<file path="config.mk">
export PLATFORM = sky130hd
export DESIGN_NAME = vic_top
export DESIGN_NICKNAME = d
export VERILOG_FILES = /design/src/rtl/vic_pkg.sv /design/src/rtl/vic_top.sv
export VERILOG_INCLUDE_DIRS = /design/src /design/src/rtl
export SDC_FILE = /design/constraint.sdc
export NUM_CORES = 1
export LEC_CHECK = 0
export ABC_CLOCK_PERIOD_IN_PS = 3250
export BUFFER_PORTS_ARGS = -buffer_cell sky130_fd_sc_hd__buf_2
export CAP_MARGIN = 15
export CORE_MARGIN = 5
export CORE_UTILIZATION = 52
export DETAILED_ROUTE_END_ITERATION = 16
export PLACE_DENSITY = 0.78
export REMOVE_ABC_BUFFERS = 1
export SKIP_CTS_REPAIR_TIMING = 1
export SLEW_MARGIN = 20
export SYNTH_ARGS = -nofsm -noshare
export SYNTH_HDL_FRONTEND = slang
export SYNTH_SLANG_ARGS = --single-unit
</file>
<file path="constraint.sdc">
create_clock -name core_clk_i -period 3.25 [get_ports core_clk_i]
set_input_delay 0.4875 -clock core_clk_i [delete_from_list [all_inputs] [get_ports core_clk_i]]
set_output_delay 0.4875 -clock core_clk_i [all_outputs]
set_load 0.02 [all_outputs]
</file>
<file path="src/rtl/vic_defines.svh">
// Constants of the vectored interrupt controller
// Notes on behaviour
// - Two external inputs are active low, level or falling edge by type bit
// - In edge mode the external pending flag clears when the core vectors
// - In level mode the external pending flag mirrors the synchronised pin
// - Reset vector 0x0000; sources 0..5 vector 0x0003 onward in steps of 8
// - Sources 6..12, 14 and 15 vector 0x0033..0x007B in fixed order
// - Sources 16..20 vector 0x0083, 0x0093, 0x008B, 0x009B, 0x00A3
// - External, timer 0/1 and CAN flags clear on vectoring; others by software
// - Sources with several flags request when any of their flags is set
// - With auto page switching on, vectoring loads the source's register page
// - High level preempts a low routine; nothing preempts a high routine
// - One priority bit per source, 1 high, all low after reset
// - Higher level wins, then the lowest fixed order number
// - Pending enabled requests are sampled and resolved every clock
// - Response is one detect clock plus four call clocks at the least
// - After a return with a request pending one more instruction completes
// - Worst response is 18 clocks: detect, return, divide and call
// - Equal or higher routine running blocks until return plus one instruction
// - Global enable gates every source; each also needs its own enable
// - Flags set regardless of enables; a software 1 requests like hardware, except on an external source in level mode
// - An accepted request waits for the instruction end, then calls the vector
// - A flag still set after return requests again after the next instruction
`ifndef VIC_DEFINES_SVH
`define VIC_DEFINES_SVH

// Register offsets on the plain register port
`define VIC_OFS_TCTL      8'h88
`define VIC_OFS_PAGE      8'h84
`define VIC_OFS_PGCTL     8'h8f
`define VIC_OFS_ENA_MAIN  8'ha8
`define VIC_OFS_PRI_MAIN  8'hb8
`define VIC_OFS_ENA_ONE   8'he6
`define VIC_OFS_ENA_TWO   8'he7
`define VIC_OFS_PRI_ONE   8'hf6
`define VIC_OFS_PRI_TWO   8'hf7
`define VIC_OFS_PEND_LO   8'hd8
`define VIC_OFS_PEND_MID  8'hd9
`define VIC_OFS_PEND_HI   8'hda
`define VIC_OFS_STATUS    8'hdb

// Field positions
`define VIC_TC_TYPE0      0
`define VIC_TC_PEND0      1
`define VIC_TC_TYPE1      2
`define VIC_TC_PEND1      3
`define VIC_TC_TOV0       5
`define VIC_TC_TOV1       7
`define VIC_IE_GLOBAL     7
`define VIC_IE_SPARE      6
`define VIC_PGCTL_AUTO    0

// Reset and fixed read values
`define VIC_RST_BYTE      8'h00
`define VIC_PRI_MAIN_ONES 8'hc0
`define VIC_RSVD_MASK     8'h7f

// Source indexes in fixed priority order
`define VIC_SRC_EXT0      5'h00
`define VIC_SRC_T0        5'h01
`define VIC_SRC_EXT1      5'h02
`define VIC_SRC_T1        5'h03
`define VIC_SRC_CMP0      5'h0a
`define VIC_SRC_CMP1      5'h0b
`define VIC_SRC_CMP2      5'h0c
`define VIC_SRC_T3        5'h0e
`define VIC_SRC_T4        5'h10
`define VIC_SRC_CV2_WIN   5'h11
`define VIC_SRC_CV2_EOC   5'h12
`define VIC_SRC_CAN       5'h13
`define VIC_SRC_SER1      5'h14
`define VIC_NSRC          21

// Vector addresses
`define VIC_VEC_RESET     16'h0000
`define VIC_VEC_BASE      16'h0003
`define VIC_VEC_SHIFT     3
`define VIC_VEC_CV2_WIN   16'h0093
`define VIC_VEC_CV2_EOC   16'h008b

// Register pages
`define VIC_PAGE_ZERO     8'h00
`define VIC_PAGE_ONE      8'h01
`define VIC_PAGE_TWO      8'h02
`define VIC_PAGE_THREE    8'h03

// Timing in system clocks
`define VIC_DETECT_CLKS   1
`define VIC_CALL_CLKS     4
`define VIC_CALL_LAST     2'h3

`endif

</file>
<file path="src/rtl/vic_pkg.sv">
// Types of the vectored interrupt controller
package vic_pkg;

  // Sequencer states of the forced call
  typedef enum logic [0:0] {
    VIC_IDLE = 1'b0,
    VIC_CALL = 1'b1
  } vic_state_e;

  // Instruction boundary events from the core sequencer
  typedef struct packed {
    logic instr_done;  // An instruction completes this cycle
    logic reti_done;   // The completing instruction is a return
  } vic_core_s;

  // Pending flag levels held inside the peripherals
  typedef struct packed {
    logic [1:0] serial_one;
    logic       conv_two_eoc;
    logic       conv_two_win;
    logic       timer_four;
    logic       conv_zero_eoc;
    logic       timer_three;
    logic [1:0] comparator_two;
    logic [1:0] comparator_one;
    logic [1:0] comparator_zero;
    logic [6:0] counter_array;
    logic       conv_zero_win;
    logic       two_wire;
    logic [3:0] serial_periph;
    logic       timer_two;
    logic [1:0] serial_zero;
  } vic_flags_s;

  // Single-cycle set events for flags held here
  typedef struct packed {
    logic can_event;
    logic timer_one_ovf;
    logic timer_zero_ovf;
  } vic_events_s;

endpackage : vic_pkg

</file>
<file path="src/rtl/vic_top.sv">
// Vectored two-level interrupt controller beside the core sequencer
`timescale 1ns/1ns
`include "vic_defines.svh"

module vic_top
  import vic_pkg::*;
(
  // Clock, reset, clock enable
  input  wire logic        core_clk_i,
  input  wire logic        rst_i,
  input  wire logic        ce_i,
  // Register port
  input  wire logic [7:0]  reg_addr_i,
  input  wire logic [7:0]  reg_wdata_i,
  input  wire logic        reg_we_i,
  input  wire logic        reg_re_i,
  output logic      [7:0]  reg_rdata_o,
  // External request pins
  input  wire logic        ext_request_zero_n_i,
  input  wire logic        ext_request_one_n_i,
  // Peripheral flags and events
  input  wire vic_flags_s  periph_flags_i,
  input  wire vic_events_s periph_events_i,
  // Core sequencer
  input  wire vic_core_s   core_i,
  output logic             call_active_o,
  output logic             vector_valid_o,
  output logic      [15:0] vector_o,
  output logic      [7:0]  register_page_select_o
);

  // Lowest set index of a request vector
  function automatic logic [4:0] pick_first(input logic [20:0] req);
    logic [4:0] idx;
    idx = 5'h00;
    for (int i = `VIC_NSRC - 1; i >= 0; i--) begin
      if (req[i]) idx = 5'(i);
    end
    return idx;
  endfunction : pick_first

  // Vector address of a source
  function automatic logic [15:0] vec_of(input logic [4:0] src);
    logic [15:0] v;
    v = `VIC_VEC_BASE + (16'(src) << `VIC_VEC_SHIFT);
    if (src == `VIC_SRC_CV2_WIN) v = `VIC_VEC_CV2_WIN;
    if (src == `VIC_SRC_CV2_EOC) v = `VIC_VEC_CV2_EOC;
    return v;
  endfunction : vec_of

  // Register page of a source
  function automatic logic [7:0] page_of(input logic [4:0] src);
    logic [7:0] p;
    p = `VIC_PAGE_ZERO;
    if (src == `VIC_SRC_CMP0 || src == `VIC_SRC_T3 ||
        src == `VIC_SRC_CAN  || src == `VIC_SRC_SER1) p = `VIC_PAGE_ONE;
    if (src == `VIC_SRC_CMP1 || src == `VIC_SRC_T4 ||
        src == `VIC_SRC_CV2_WIN || src == `VIC_SRC_CV2_EOC) begin
      p = `VIC_PAGE_TWO;
    end
    if (src == `VIC_SRC_CMP2) p = `VIC_PAGE_THREE;
    return p;
  endfunction : page_of

  // Software-visible registers
  logic [7:0]  timer_control_reg;
  logic [7:0]  interrupt_enable_main;
  logic [5:0]  interrupt_priority_main;
  logic [6:0]  extended_enable_one;
  logic [6:0]  extended_enable_two;
  logic [6:0]  extended_priority_one;
  logic [6:0]  extended_priority_two;
  logic        auto_page_switch_enable;
  logic [20:0] flags;

  // Sequencing state
  vic_state_e  state;
  logic [1:0]  call_cnt;
  logic [4:0]  cur_src;
  logic        cur_hi;
  logic        in_svc_lo;
  logic        in_svc_hi;
  logic        post_reti;
  logic        det_valid;
  logic        det_hi;
  logic [4:0]  det_src;

  // Pin synchronisers
  logic [1:0]  ext0_sync;
  logic [1:0]  ext1_sync;
  logic        ext0_prev;
  logic        ext1_prev;

  // Combinational view
  logic [20:0] pend_eff;
  logic [20:0] enables;
  logic [20:0] priorities;
  logic [20:0] req;
  logic [20:0] req_hi;
  logic        ext0_fall;
  logic        ext1_fall;
  logic        type0_edge;
  logic        type1_edge;
  logic        accept;
  logic [20:0] hw_clear;
  logic [20:0] hw_set;

  // Two flops on each external pin before any logic reads it
  always_ff @(posedge core_clk_i) begin
    if (rst_i) begin
      ext0_sync <= 2'h3;
      ext1_sync <= 2'h3;
      ext0_prev <= 1'b1;
      ext1_prev <= 1'b1;
    end else if (ce_i) begin
      ext0_sync <= {ext0_sync[0], ext_request_zero_n_i};
      ext1_sync <= {ext1_sync[0], ext_request_one_n_i};
      ext0_prev <= ext0_sync[1];
      ext1_prev <= ext1_sync[1];
    end
  end

  // Falling edge detection on the synchronised pins
  assign type0_edge = timer_control_reg[`VIC_TC_TYPE0];
  assign type1_edge = timer_control_reg[`VIC_TC_TYPE1];
  assign ext0_fall  = ext0_prev & ~ext0_sync[1];
  assign ext1_fall  = ext1_prev & ~ext1_sync[1];

  // Effective pending flags per source
  always_comb begin
    pend_eff = flags;
    pend_eff[`VIC_SRC_EXT0] = type0_edge ? flags[`VIC_SRC_EXT0]
                                         : ~ext0_sync[1];
    pend_eff[`VIC_SRC_EXT1] = type1_edge ? flags[`VIC_SRC_EXT1]
                                         : ~ext1_sync[1];
    pend_eff[4]  = flags[4]  | (|periph_flags_i.serial_zero);
    pend_eff[5]  = flags[5]  | periph_flags_i.timer_two;
    pend_eff[6]  = flags[6]  | (|periph_flags_i.serial_periph);
    pend_eff[7]  = flags[7]  | periph_flags_i.two_wire;
    pend_eff[8]  = flags[8]  | periph_flags_i.conv_zero_win;
    pend_eff[9]  = flags[9]  | (|periph_flags_i.counter_array);
    pend_eff[10] = flags[10] | (|periph_flags_i.comparator_zero);
    pend_eff[11] = flags[11] | (|periph_flags_i.comparator_one);
    pend_eff[12] = flags[12] | (|periph_flags_i.comparator_two);
    pend_eff[13] = 1'b0;  // Order slot 13 has no source
    pend_eff[14] = flags[14] | periph_flags_i.timer_three;
    pend_eff[15] = flags[15] | periph_flags_i.conv_zero_eoc;
    pend_eff[16] = flags[16] | periph_flags_i.timer_four;
    pend_eff[17] = flags[17] | periph_flags_i.conv_two_win;
    pend_eff[18] = flags[18] | periph_flags_i.conv_two_eoc;
    pend_eff[20] = flags[20] | (|periph_flags_i.serial_one);
  end

  // Enable and priority bits gathered in fixed order
  assign enables    = {extended_enable_two, 1'b0, extended_enable_one,
                       interrupt_enable_main[5:0]};
  assign priorities = {extended_priority_two, 1'b0, extended_priority_one,
                       interrupt_priority_main};
  assign req    = interrupt_enable_main[`VIC_IE_GLOBAL] ?
                  (pend_eff & enables) : '0;
  assign req_hi = req & priorities;

  // Detect stage resolves priority every clock
  always_ff @(posedge core_clk_i) begin
    if (rst_i) begin
      det_valid <= 1'b0;
      det_hi    <= 1'b0;
      det_src   <= 5'h00;
    end else if (ce_i) begin
      det_valid <= |req;
      det_hi    <= |req_hi;
      det_src   <= (|req_hi) ? pick_first(req_hi)
                             : pick_first(req);
    end
  end

  // Take a request at an instruction boundary unless blocked
  assign accept = ce_i && state == VIC_IDLE && det_valid &&
                  core_i.instr_done && !core_i.reti_done &&
                  !post_reti && !in_svc_hi &&
                  (det_hi || !in_svc_lo);

  // Hardware set and clear masks for flags held here
  always_comb begin
    hw_set   = '0;
    hw_clear = '0;
    hw_set[`VIC_SRC_EXT0] = ext0_fall & type0_edge;
    hw_set[`VIC_SRC_EXT1] = ext1_fall & type1_edge;
    hw_set[`VIC_SRC_T0]   = periph_events_i.timer_zero_ovf;
    hw_set[`VIC_SRC_T1]   = periph_events_i.timer_one_ovf;
    hw_set[`VIC_SRC_CAN]  = periph_events_i.can_event;
    if (accept && (det_src == `VIC_SRC_EXT0 || det_src == `VIC_SRC_EXT1 ||
                   det_src == `VIC_SRC_T0 || det_src == `VIC_SRC_T1 ||
                   det_src == `VIC_SRC_CAN)) begin
      hw_clear[det_src] = 1'b1;
    end
  end

  // Pending flags: software writes, hardware clear, set wins last
  always_ff @(posedge core_clk_i) begin
    if (rst_i) begin
      flags <= '0;
    end else if (ce_i) begin
      logic [20:0] f;
      f = flags;
      if (reg_we_i && reg_addr_i == `VIC_OFS_TCTL) begin
        f[`VIC_SRC_EXT0] = reg_wdata_i[`VIC_TC_PEND0];
        f[`VIC_SRC_EXT1] = reg_wdata_i[`VIC_TC_PEND1];
        f[`VIC_SRC_T0]   = reg_wdata_i[`VIC_TC_TOV0];
        f[`VIC_SRC_T1]   = reg_wdata_i[`VIC_TC_TOV1];
      end
      if (reg_we_i && reg_addr_i == `VIC_OFS_PEND_LO) f[7:0] = reg_wdata_i;
      if (reg_we_i && reg_addr_i == `VIC_OFS_PEND_MID) f[15:8] = reg_wdata_i;
      if (reg_we_i && reg_addr_i == `VIC_OFS_PEND_HI) begin
        f[20:16] = reg_wdata_i[4:0];
      end
      f = (f & ~hw_clear) | hw_set;
      f[13] = 1'b0;
      flags <= f;
    end
  end

  // Control registers written by software
  always_ff @(posedge core_clk_i) begin
    if (rst_i) begin
      timer_control_reg       <= `VIC_RST_BYTE;
      interrupt_enable_main   <= `VIC_RST_BYTE;
      interrupt_priority_main <= 6'h00;
      extended_enable_one     <= 7'h00;
      extended_enable_two     <= 7'h00;
      extended_priority_one   <= 7'h00;
      extended_priority_two   <= 7'h00;
      auto_page_switch_enable <= 1'b0;
    end else if (ce_i && reg_we_i) begin
      unique case (reg_addr_i)
        `VIC_OFS_TCTL:     timer_control_reg       <= reg_wdata_i;
        `VIC_OFS_ENA_MAIN: interrupt_enable_main   <= reg_wdata_i;
        `VIC_OFS_PRI_MAIN: interrupt_priority_main <= reg_wdata_i[5:0];
        `VIC_OFS_ENA_ONE:  extended_enable_one     <= reg_wdata_i[6:0];
        `VIC_OFS_ENA_TWO:  extended_enable_two     <= reg_wdata_i[6:0];
        `VIC_OFS_PRI_ONE:  extended_priority_one   <= reg_wdata_i[6:0];
        `VIC_OFS_PRI_TWO:  extended_priority_two   <= reg_wdata_i[6:0];
        `VIC_OFS_PGCTL:    auto_page_switch_enable <=
                             reg_wdata_i[`VIC_PGCTL_AUTO];
        default: ;
      endcase
    end
  end

  // Forced call sequencer and vector output
  always_ff @(posedge core_clk_i) begin
    if (rst_i) begin
      state          <= VIC_IDLE;
      call_cnt       <= 2'h0;
      cur_src        <= 5'h00;
      cur_hi         <= 1'b0;
      call_active_o  <= 1'b0;
      vector_valid_o <= 1'b0;
      vector_o       <= `VIC_VEC_RESET;
    end else if (ce_i) begin
      vector_valid_o <= 1'b0;
      unique case (state)
        VIC_IDLE: begin
          if (accept) begin
            state         <= VIC_CALL;
            call_cnt      <= `VIC_CALL_LAST;
            cur_src       <= det_src;
            cur_hi        <= det_hi;
            call_active_o <= 1'b1;
          end
        end
        VIC_CALL: begin
          if (call_cnt == 2'h0) begin
            state          <= VIC_IDLE;
            call_active_o  <= 1'b0;
            vector_valid_o <= 1'b1;
            vector_o       <= vec_of(cur_src);
          end else begin
            call_cnt <= call_cnt - 2'h1;
          end
        end
      endcase
    end
  end

  // Register page loaded on vectoring or written by software
  always_ff @(posedge core_clk_i) begin
    if (rst_i) begin
      register_page_select_o <= `VIC_PAGE_ZERO;
    end else if (ce_i) begin
      if (state == VIC_CALL && call_cnt == 2'h0 && auto_page_switch_enable)
        register_page_select_o <= page_of(cur_src);
      else if (reg_we_i && reg_addr_i == `VIC_OFS_PAGE)
        register_page_select_o <= reg_wdata_i;
    end
  end

  // In-service levels and the one-instruction hold after a return
  always_ff @(posedge core_clk_i) begin
    if (rst_i) begin
      in_svc_lo <= 1'b0;
      in_svc_hi <= 1'b0;
      post_reti <= 1'b0;
    end else if (ce_i) begin
      if (core_i.instr_done && core_i.reti_done) begin
        post_reti <= 1'b1;
        if (in_svc_hi) in_svc_hi <= 1'b0;
        else in_svc_lo <= 1'b0;
      end else if (core_i.instr_done) begin
        post_reti <= 1'b0;
      end
      if (accept && det_hi) in_svc_hi <= 1'b1;
      if (accept && !det_hi) in_svc_lo <= 1'b1;
    end
  end

  // Read data stand one cycle after the read strobe
  always_ff @(posedge core_clk_i) begin
    if (rst_i) begin
      reg_rdata_o <= `VIC_RST_BYTE;
    end else if (ce_i) begin
      reg_rdata_o <= `VIC_RST_BYTE;
      if (reg_re_i) begin
        unique case (reg_addr_i)
          `VIC_OFS_TCTL: begin
            reg_rdata_o <= timer_control_reg;
            reg_rdata_o[`VIC_TC_PEND0] <= pend_eff[`VIC_SRC_EXT0];
            reg_rdata_o[`VIC_TC_PEND1] <= pend_eff[`VIC_SRC_EXT1];
            reg_rdata_o[`VIC_TC_TOV0]  <= flags[`VIC_SRC_T0];
            reg_rdata_o[`VIC_TC_TOV1]  <= flags[`VIC_SRC_T1];
          end
          `VIC_OFS_ENA_MAIN: reg_rdata_o <= interrupt_enable_main;
          `VIC_OFS_PRI_MAIN: reg_rdata_o <= `VIC_PRI_MAIN_ONES |
                                {2'h0, interrupt_priority_main};
          `VIC_OFS_ENA_ONE:  reg_rdata_o <= {1'b0, extended_enable_one};
          `VIC_OFS_ENA_TWO:  reg_rdata_o <= {1'b0, extended_enable_two};
          `VIC_OFS_PRI_ONE:  reg_rdata_o <= {1'b0, extended_priority_one};
          `VIC_OFS_PRI_TWO:  reg_rdata_o <= {1'b0, extended_priority_two};
          `VIC_OFS_PGCTL:    reg_rdata_o <= {7'h00, auto_page_switch_enable};
          `VIC_OFS_PAGE:     reg_rdata_o <= register_page_select_o;
          `VIC_OFS_PEND_LO:  reg_rdata_o <= pend_eff[7:0];
          `VIC_OFS_PEND_MID: reg_rdata_o <= pend_eff[15:8];
          `VIC_OFS_PEND_HI:  reg_rdata_o <= {3'h0, pend_eff[20:16]};
          `VIC_OFS_STATUS:   reg_rdata_o <= {in_svc_hi, in_svc_lo,
                                             post_reti, cur_src};
          default:           reg_rdata_o <= `VIC_RST_BYTE;
        endcase
      end
    end
  end
endmodule : vic_top

</file>
Yosys cells after proc, flatten, opt, wreduce, memory -nomap -nowiden --
Index checks and enable logic that the tools add are counted.
Operators by class: $add $sub $neg 2, order comparisons 2, equality and inequality tests 30, muxes and demuxes 86, bitwise gates (word level) 27, reduce and logical (&&, ||, !) cells 67
Operators with widths (count):
- $mux 5 | 46
- $eq 8x8->1 const B | 13
- $pmux 8 s13 | 1
- $mux 8 | 11
- $and 21x21->21 | 3
- $mux 21 | 2
- $reduce_or 21->1 | 2
- $eq 5x5->1 const B | 6
- $reduce_and 2->1 | 11
- $not 21->21 | 1
- $or 21x20->21 | 1
- $eq 5x4->1 const B | 4
- $logic_and 1x1->1 | 20
- $mux 1 | 17
- $mux 16 | 1
- $or 1x1->1 | 15
- $reduce_and 3->1 | 5
- $logic_or 1x1->1 | 11
- $eq 5x2->1 const B | 2
- $reduce_or 2->1 | 5
- $add 2x8->9 const A | 1
- $mux 9 | 1
- $reduce_bool 2->1 | 4
- $reduce_or 7->1 | 1
- 17 further kinds | 30
Word-level totals: bits in registers 128, input bits 57, output and inout port bits 34, word-level logic and storage cells 241

Logic depth before layout (Yosys ltp) --
depth after elaboration 27, gate-level depth with buffers 9, mapped depth without buffers 7

Worst setup path after synthesis --
No wires, ideal clock.
kind input to register, start input port periph_flags_i[4] (netlist bit), end register det_src[3], library setup time 91 ps, arrival 2269 ps, required time 3159 ps, setup slack 890 ps, stages 6, path buffers 0, cells stage by stage or4_4 -> o211a_1 -> a221o_1 -> nor4_4 -> nand3_1 -> a311oi_1
On the way: word-level cells in the longest chain between the ends 13, elaborated cells on any way between the ends 21, classes of those cells mux (16); bitwise (3); reduce/logical (2)
Ends and longest elaborated chain:
- start, declared | line vic_top.sv:22 | input wire vic_flags_s periph_flags_i,
- $reduce_or 4->1 (*) | line vic_top.sv:138 | pend_eff[6] = flags[6] | (|periph_flags_i.serial_periph);
- $or 1x1->1 (*) | line vic_top.sv:138
- $and 21x21->21 (*) | line vic_top.sv:160 | (pend_eff & enables) : '0;
- $mux 21 (*) | line vic_top.sv:159 | assign req = interrupt_enable_main[`VIC_IE_GLOBAL] ?
- $and 21x21->21 | line vic_top.sv:161 | assign req_hi = req & priorities;
- $mux 5 (7 in a row) | line vic_top.sv:37 | if (req[i]) idx = 5'(i);
- $mux 5 (*) | line vic_top.sv:172 | det_src <= (|req_hi) ? pick_first(req_hi)
- end signal, assigned | line vic_top.sv:172
- end, declared | line vic_top.sv:86 | logic [4:0] det_src;
Mark *: on every way between the ends. The rest lies on a longest branch, timed or not. A chain may end at the register's enable or synchronous reset.

Worst setup path in the final report --
start register timer_control_reg[2], end register det_src[4]
On the way: word-level cells in the longest chain between the ends 8, elaborated cells on any way between the ends 12, classes of those cells mux (9); bitwise (2); reduce/logical (1)
Ends and longest elaborated chain:
- start, declared | line vic_top.sv:66 | logic [7:0] timer_control_reg;
- start signal, assigned | line vic_top.sv:226 | timer_control_reg <= `VIC_RST_BYTE;
- start signal, assigned | line vic_top.sv:236 | `VIC_OFS_TCTL: timer_control_reg <= reg_wdata_i;
- $mux 1 (*) | line vic_top.sv:134 | pend_eff[`VIC_SRC_EXT1] = type1_edge ? flags[`VIC_SRC_EXT1]
- $and 21x21->21 (*) | line vic_top.sv:160
- $mux 21 (*) | line vic_top.sv:159
- $and 21x21->21 | line vic_top.sv:161
- $mux 5 (3 in a row) | line vic_top.sv:37
- $mux 5 (*) | line vic_top.sv:172
Marks and branches as above.

==> results.py <==
metrics = {
    "yosys": {
        "synth_top_area_share_pct": 36.55,
        "avgSynthCellArea_um2": 7.672,
        "async_flop_share_pct": 0,
        "synth_mux_area_share_pct": 8.164,
        "synth_top_family_by_area": "simple AND/OR/NAND/NOR gates",
        "ys_seq_area_share_pct": 36.55,
        "synthAdderAreaFrac_pct": 0.1986,
        "yosysUniqueCellTypes": 68,
        "synth_edf_count": 0,
        "synth_largest_area_cell": "dfxtp_1",
        "synthSimpleGateAreaFrac_pct": 26.08,
        "synth_flop_cell": "dfxtp_1",
        "syn_area_um2": 6299,
        "synthTopCellsByArea": "dfxtp_1 (37%), mux2i_1 (7.6%), nand2_1 (6.6%), a21oi_1 (6.0%), nor2_1 (5.8%)",
        "synth-compound-area-share_pct": 23.86,
        "syn-instance-count": 821,
        "synth-seq-cells": 115,
        "synth_xor_area_share_pct": 0,
        "yosysWarningCount": 0,
    },
    "grt": {
        "antenna_found_initial": 0,
        "grt_overflow": 0,
        "grt_pass1_vias": 6055,
        "grtUsageTotal_pct": 32.08,
        "grt_pass1_wl_mm": 35.28,
        "grt_start_max_net_pins": 58,
    },
    "die": {
        "die-area_um2": 14410,
        "die_x_um": 120.1,
        "die_height_um": 120.1,
        "rows": 40,
        "core_area_um2": 11960,
        "io_pins": 91,
        "start_util_pct": 52.66,
    },
    "placement": {
        "portBuffers": 81,
        "place_hpwl_mm": 17.17,
        "gp_congestion": 1.025,
    },
    "sta": {
        "setup_viol": 0,
        "rsz0062_at_grt": "false",
        "slew_headroom_pct": 39.54,
        "tns_ns": 0,
        "tightestPinTransition_ns": 0.8974,
        "period_needed_ns": 2.494,
        "max_freq_mhz": 400.9,
        "fin_crit_sh_pct": 76.75,
        "final_max_slew_viol_count": 0,
        "finClkSkew_ns": 0.01034,
        "hold_viol_final": 0,
    },
    "run": {
        "cap_violations": 0,
    },
    "cells_and_area": {
        "multiInputGateArea_um2": 3706,
        "largest_register_ffs": 20,
        "largest_register": "flags",
        "fillers": 1091,
        "final_core_util_pct": 62.11,
        "drive_gt1_share_pct": 15.57,
        "diodes": 0,
        "seqCellArea_um2": 2302,
        "area_growth_pct": 17.96,
        "nNetsFinal": 946,
    },
    "detailed_routing": {
        "first_iter_violations": 858,
        "viasPerCell": 6.442,
        "wirelength_mm": 23.04,
        "first_pass_iters": 5,
        "detail-route-antenna-nets": 0,
        "avgRoutedWirePerCell_um": 22.03,
        "vias": 6738,
        "remaining_drc_errors": 0,
    },
    "power": {
        "seqPwrFrac_pct": 39.6,
        "clockPowerShare_pct": 53.8,
        "vdd_drop_max_uv": 517.1,
        "p_int_w": 0.002808,
        "power_density_nw_per_um2": 488.6,
        "p_leak_nw": 3.019,
        "swShare_pct": 22.63,
        "p_switching_w": 0.0008215,
        "combPwrFrac_pct": 6.5,
    },
    "cts": {
        "clk_latency_ns": 0.42,
        "clkTransAtPathRegs_ns": 0.06,
        "clockBufferDepth": 2,
        "cts_made_buffers": 17,
        "cts.sink_count": 115,
        "cts_root_buffer": "clkbuf_16",
        "cts_tree": "built",
        "h-tree-depth": 4,
    },
    "worst_setup_path": {
        "cp_max_fo": 5,
        "cp.required_ns": 3.61,
        "cp-end-kind": "flop",
        "worstSetupPathType": "reg2reg",
        "start_kind": "flop",
        "cp.arrival_ns": 2.85,
    },
    "worst_hold_path": {
        "holdCritPathClass": "in2reg",
    },
    "status": {
        "status": "finished, final reports clean",
    },
}
[routing by layer]
layer	GRT usage, %	wire length [µm]
met2	49.07	10190
met5	0	0
met3	6.645	2317
met4	13.03	792
met1	44.06	9742
[critical path, cell delays in order (launching register included)]
cell     delay [ns]
dfxtp_1        0.34
and2_1         0.17
o21ai_0        0.71
nand4_1        0.30
or4_1          0.49
o31ai_1        0.27
a22o_1         0.16
[cells by family after synthesis]
kind of cell / count (synthesis)
compound gates: 228
fa+ha+maj: 1
buf+inv: 75
flops: 115
mux: 50
other cells: 1
simple gates: 351
[synthesized netlist by cell type (all sizes together) (5+ instances only)]
| cell type | instances |
|---|---|
| nand2b | 6 |
| inv | 9 |
| buf | 16 |
| nor3 | 23 |
| o2111ai | 8 |
| o32ai | 5 |
| and2 | 8 |
| nand3 | 49 |
| nand2 | 111 |
| dfxtp | 115 |
| a21oi | 76 |
| a311oi | 6 |
| and3 | 9 |
| a31oi | 8 |
| clkbuf | 48 |
| o211ai | 17 |
| nand4 | 12 |
| o2bb2ai | 5 |
| mux2i | 48 |
| nor2 | 97 |
| nor4 | 8 |
| o21ai | 35 |
| a211oi | 13 |
| a22oi | 13 |
[power groups by stage]
| stage | registers [W] | logic, W | clock network [W] |
|---|---|---|---|
| finish | 0.00144 | 0.000237 | 0.00195 |
| CTS | 0.00144 | 0.000230 | 0.00197 |
| global route | 0.00144 | 0.000252 | 0.00205 |
| floorplan | 0.00146 | 0.0000843 | 0 |
| detailed placement | 0.00147 | 0.000229 | 0 |
| global placement | 0.00147 | 0.000229 | 0 |
[path summary, 6_finish.rpt]
kind | endpoint | cells past startpoint | slack [ns] | startpoint
setup / recovery | det_src[4] | 6 | 0.76 | timer_control_reg[2]
hold / removal | ext0_sync[0] | 3 | 0.29 | ext_request_zero_n_i
setup reg to reg | det_src[4] | 6 | 0.76 | timer_control_reg[2]
hold reg to reg | vector_o[5] | 2 | 0.45 | vector_o[5]
[cell usage in the layout (no fill, tap or decap), types with 23 or more instances in the layout]
cell	n
nor2_1	97
nand3_1	49
nor3_1	23
o21ai_0	34
dfxtp_1	115
buf_2	80
mux2i_1	48
nand2_1	111
a21oi_1	76
buf_4	24
[metrics by stage]
stage          power [W]  hold slack (ns)  setup slack (ns)  instance area [µm²]  cells
6_report        0.003630           0.2886            0.7557                 7430   1046
5_1_grt         0.003738           0.3042            0.6950                 7430   1046
4_1_cts         0.003634           0.2790            0.8600                 7430   1046
3_5_place_dp    0.001697           0.4443            0.6193                 6814   1016
3_3_place_gp    0.001696           0.4404            0.6612                 6814   1016
2_1_floorplan   0.001546           0.4301            0.8900                 6050    765
[final cells by class]
type	instances	share of cell area (%)
Timing Repair Buffer	104	7.814
Sequential cell	115	30.99
Clock inverter	9	2.088
Tap cell	147	2.476
Clock buffer	21	6.197
Multi-Input combinational cell	639	49.88
Inverter	11	0.5557
Note: power is estimated with default switching activity, not from simulation.
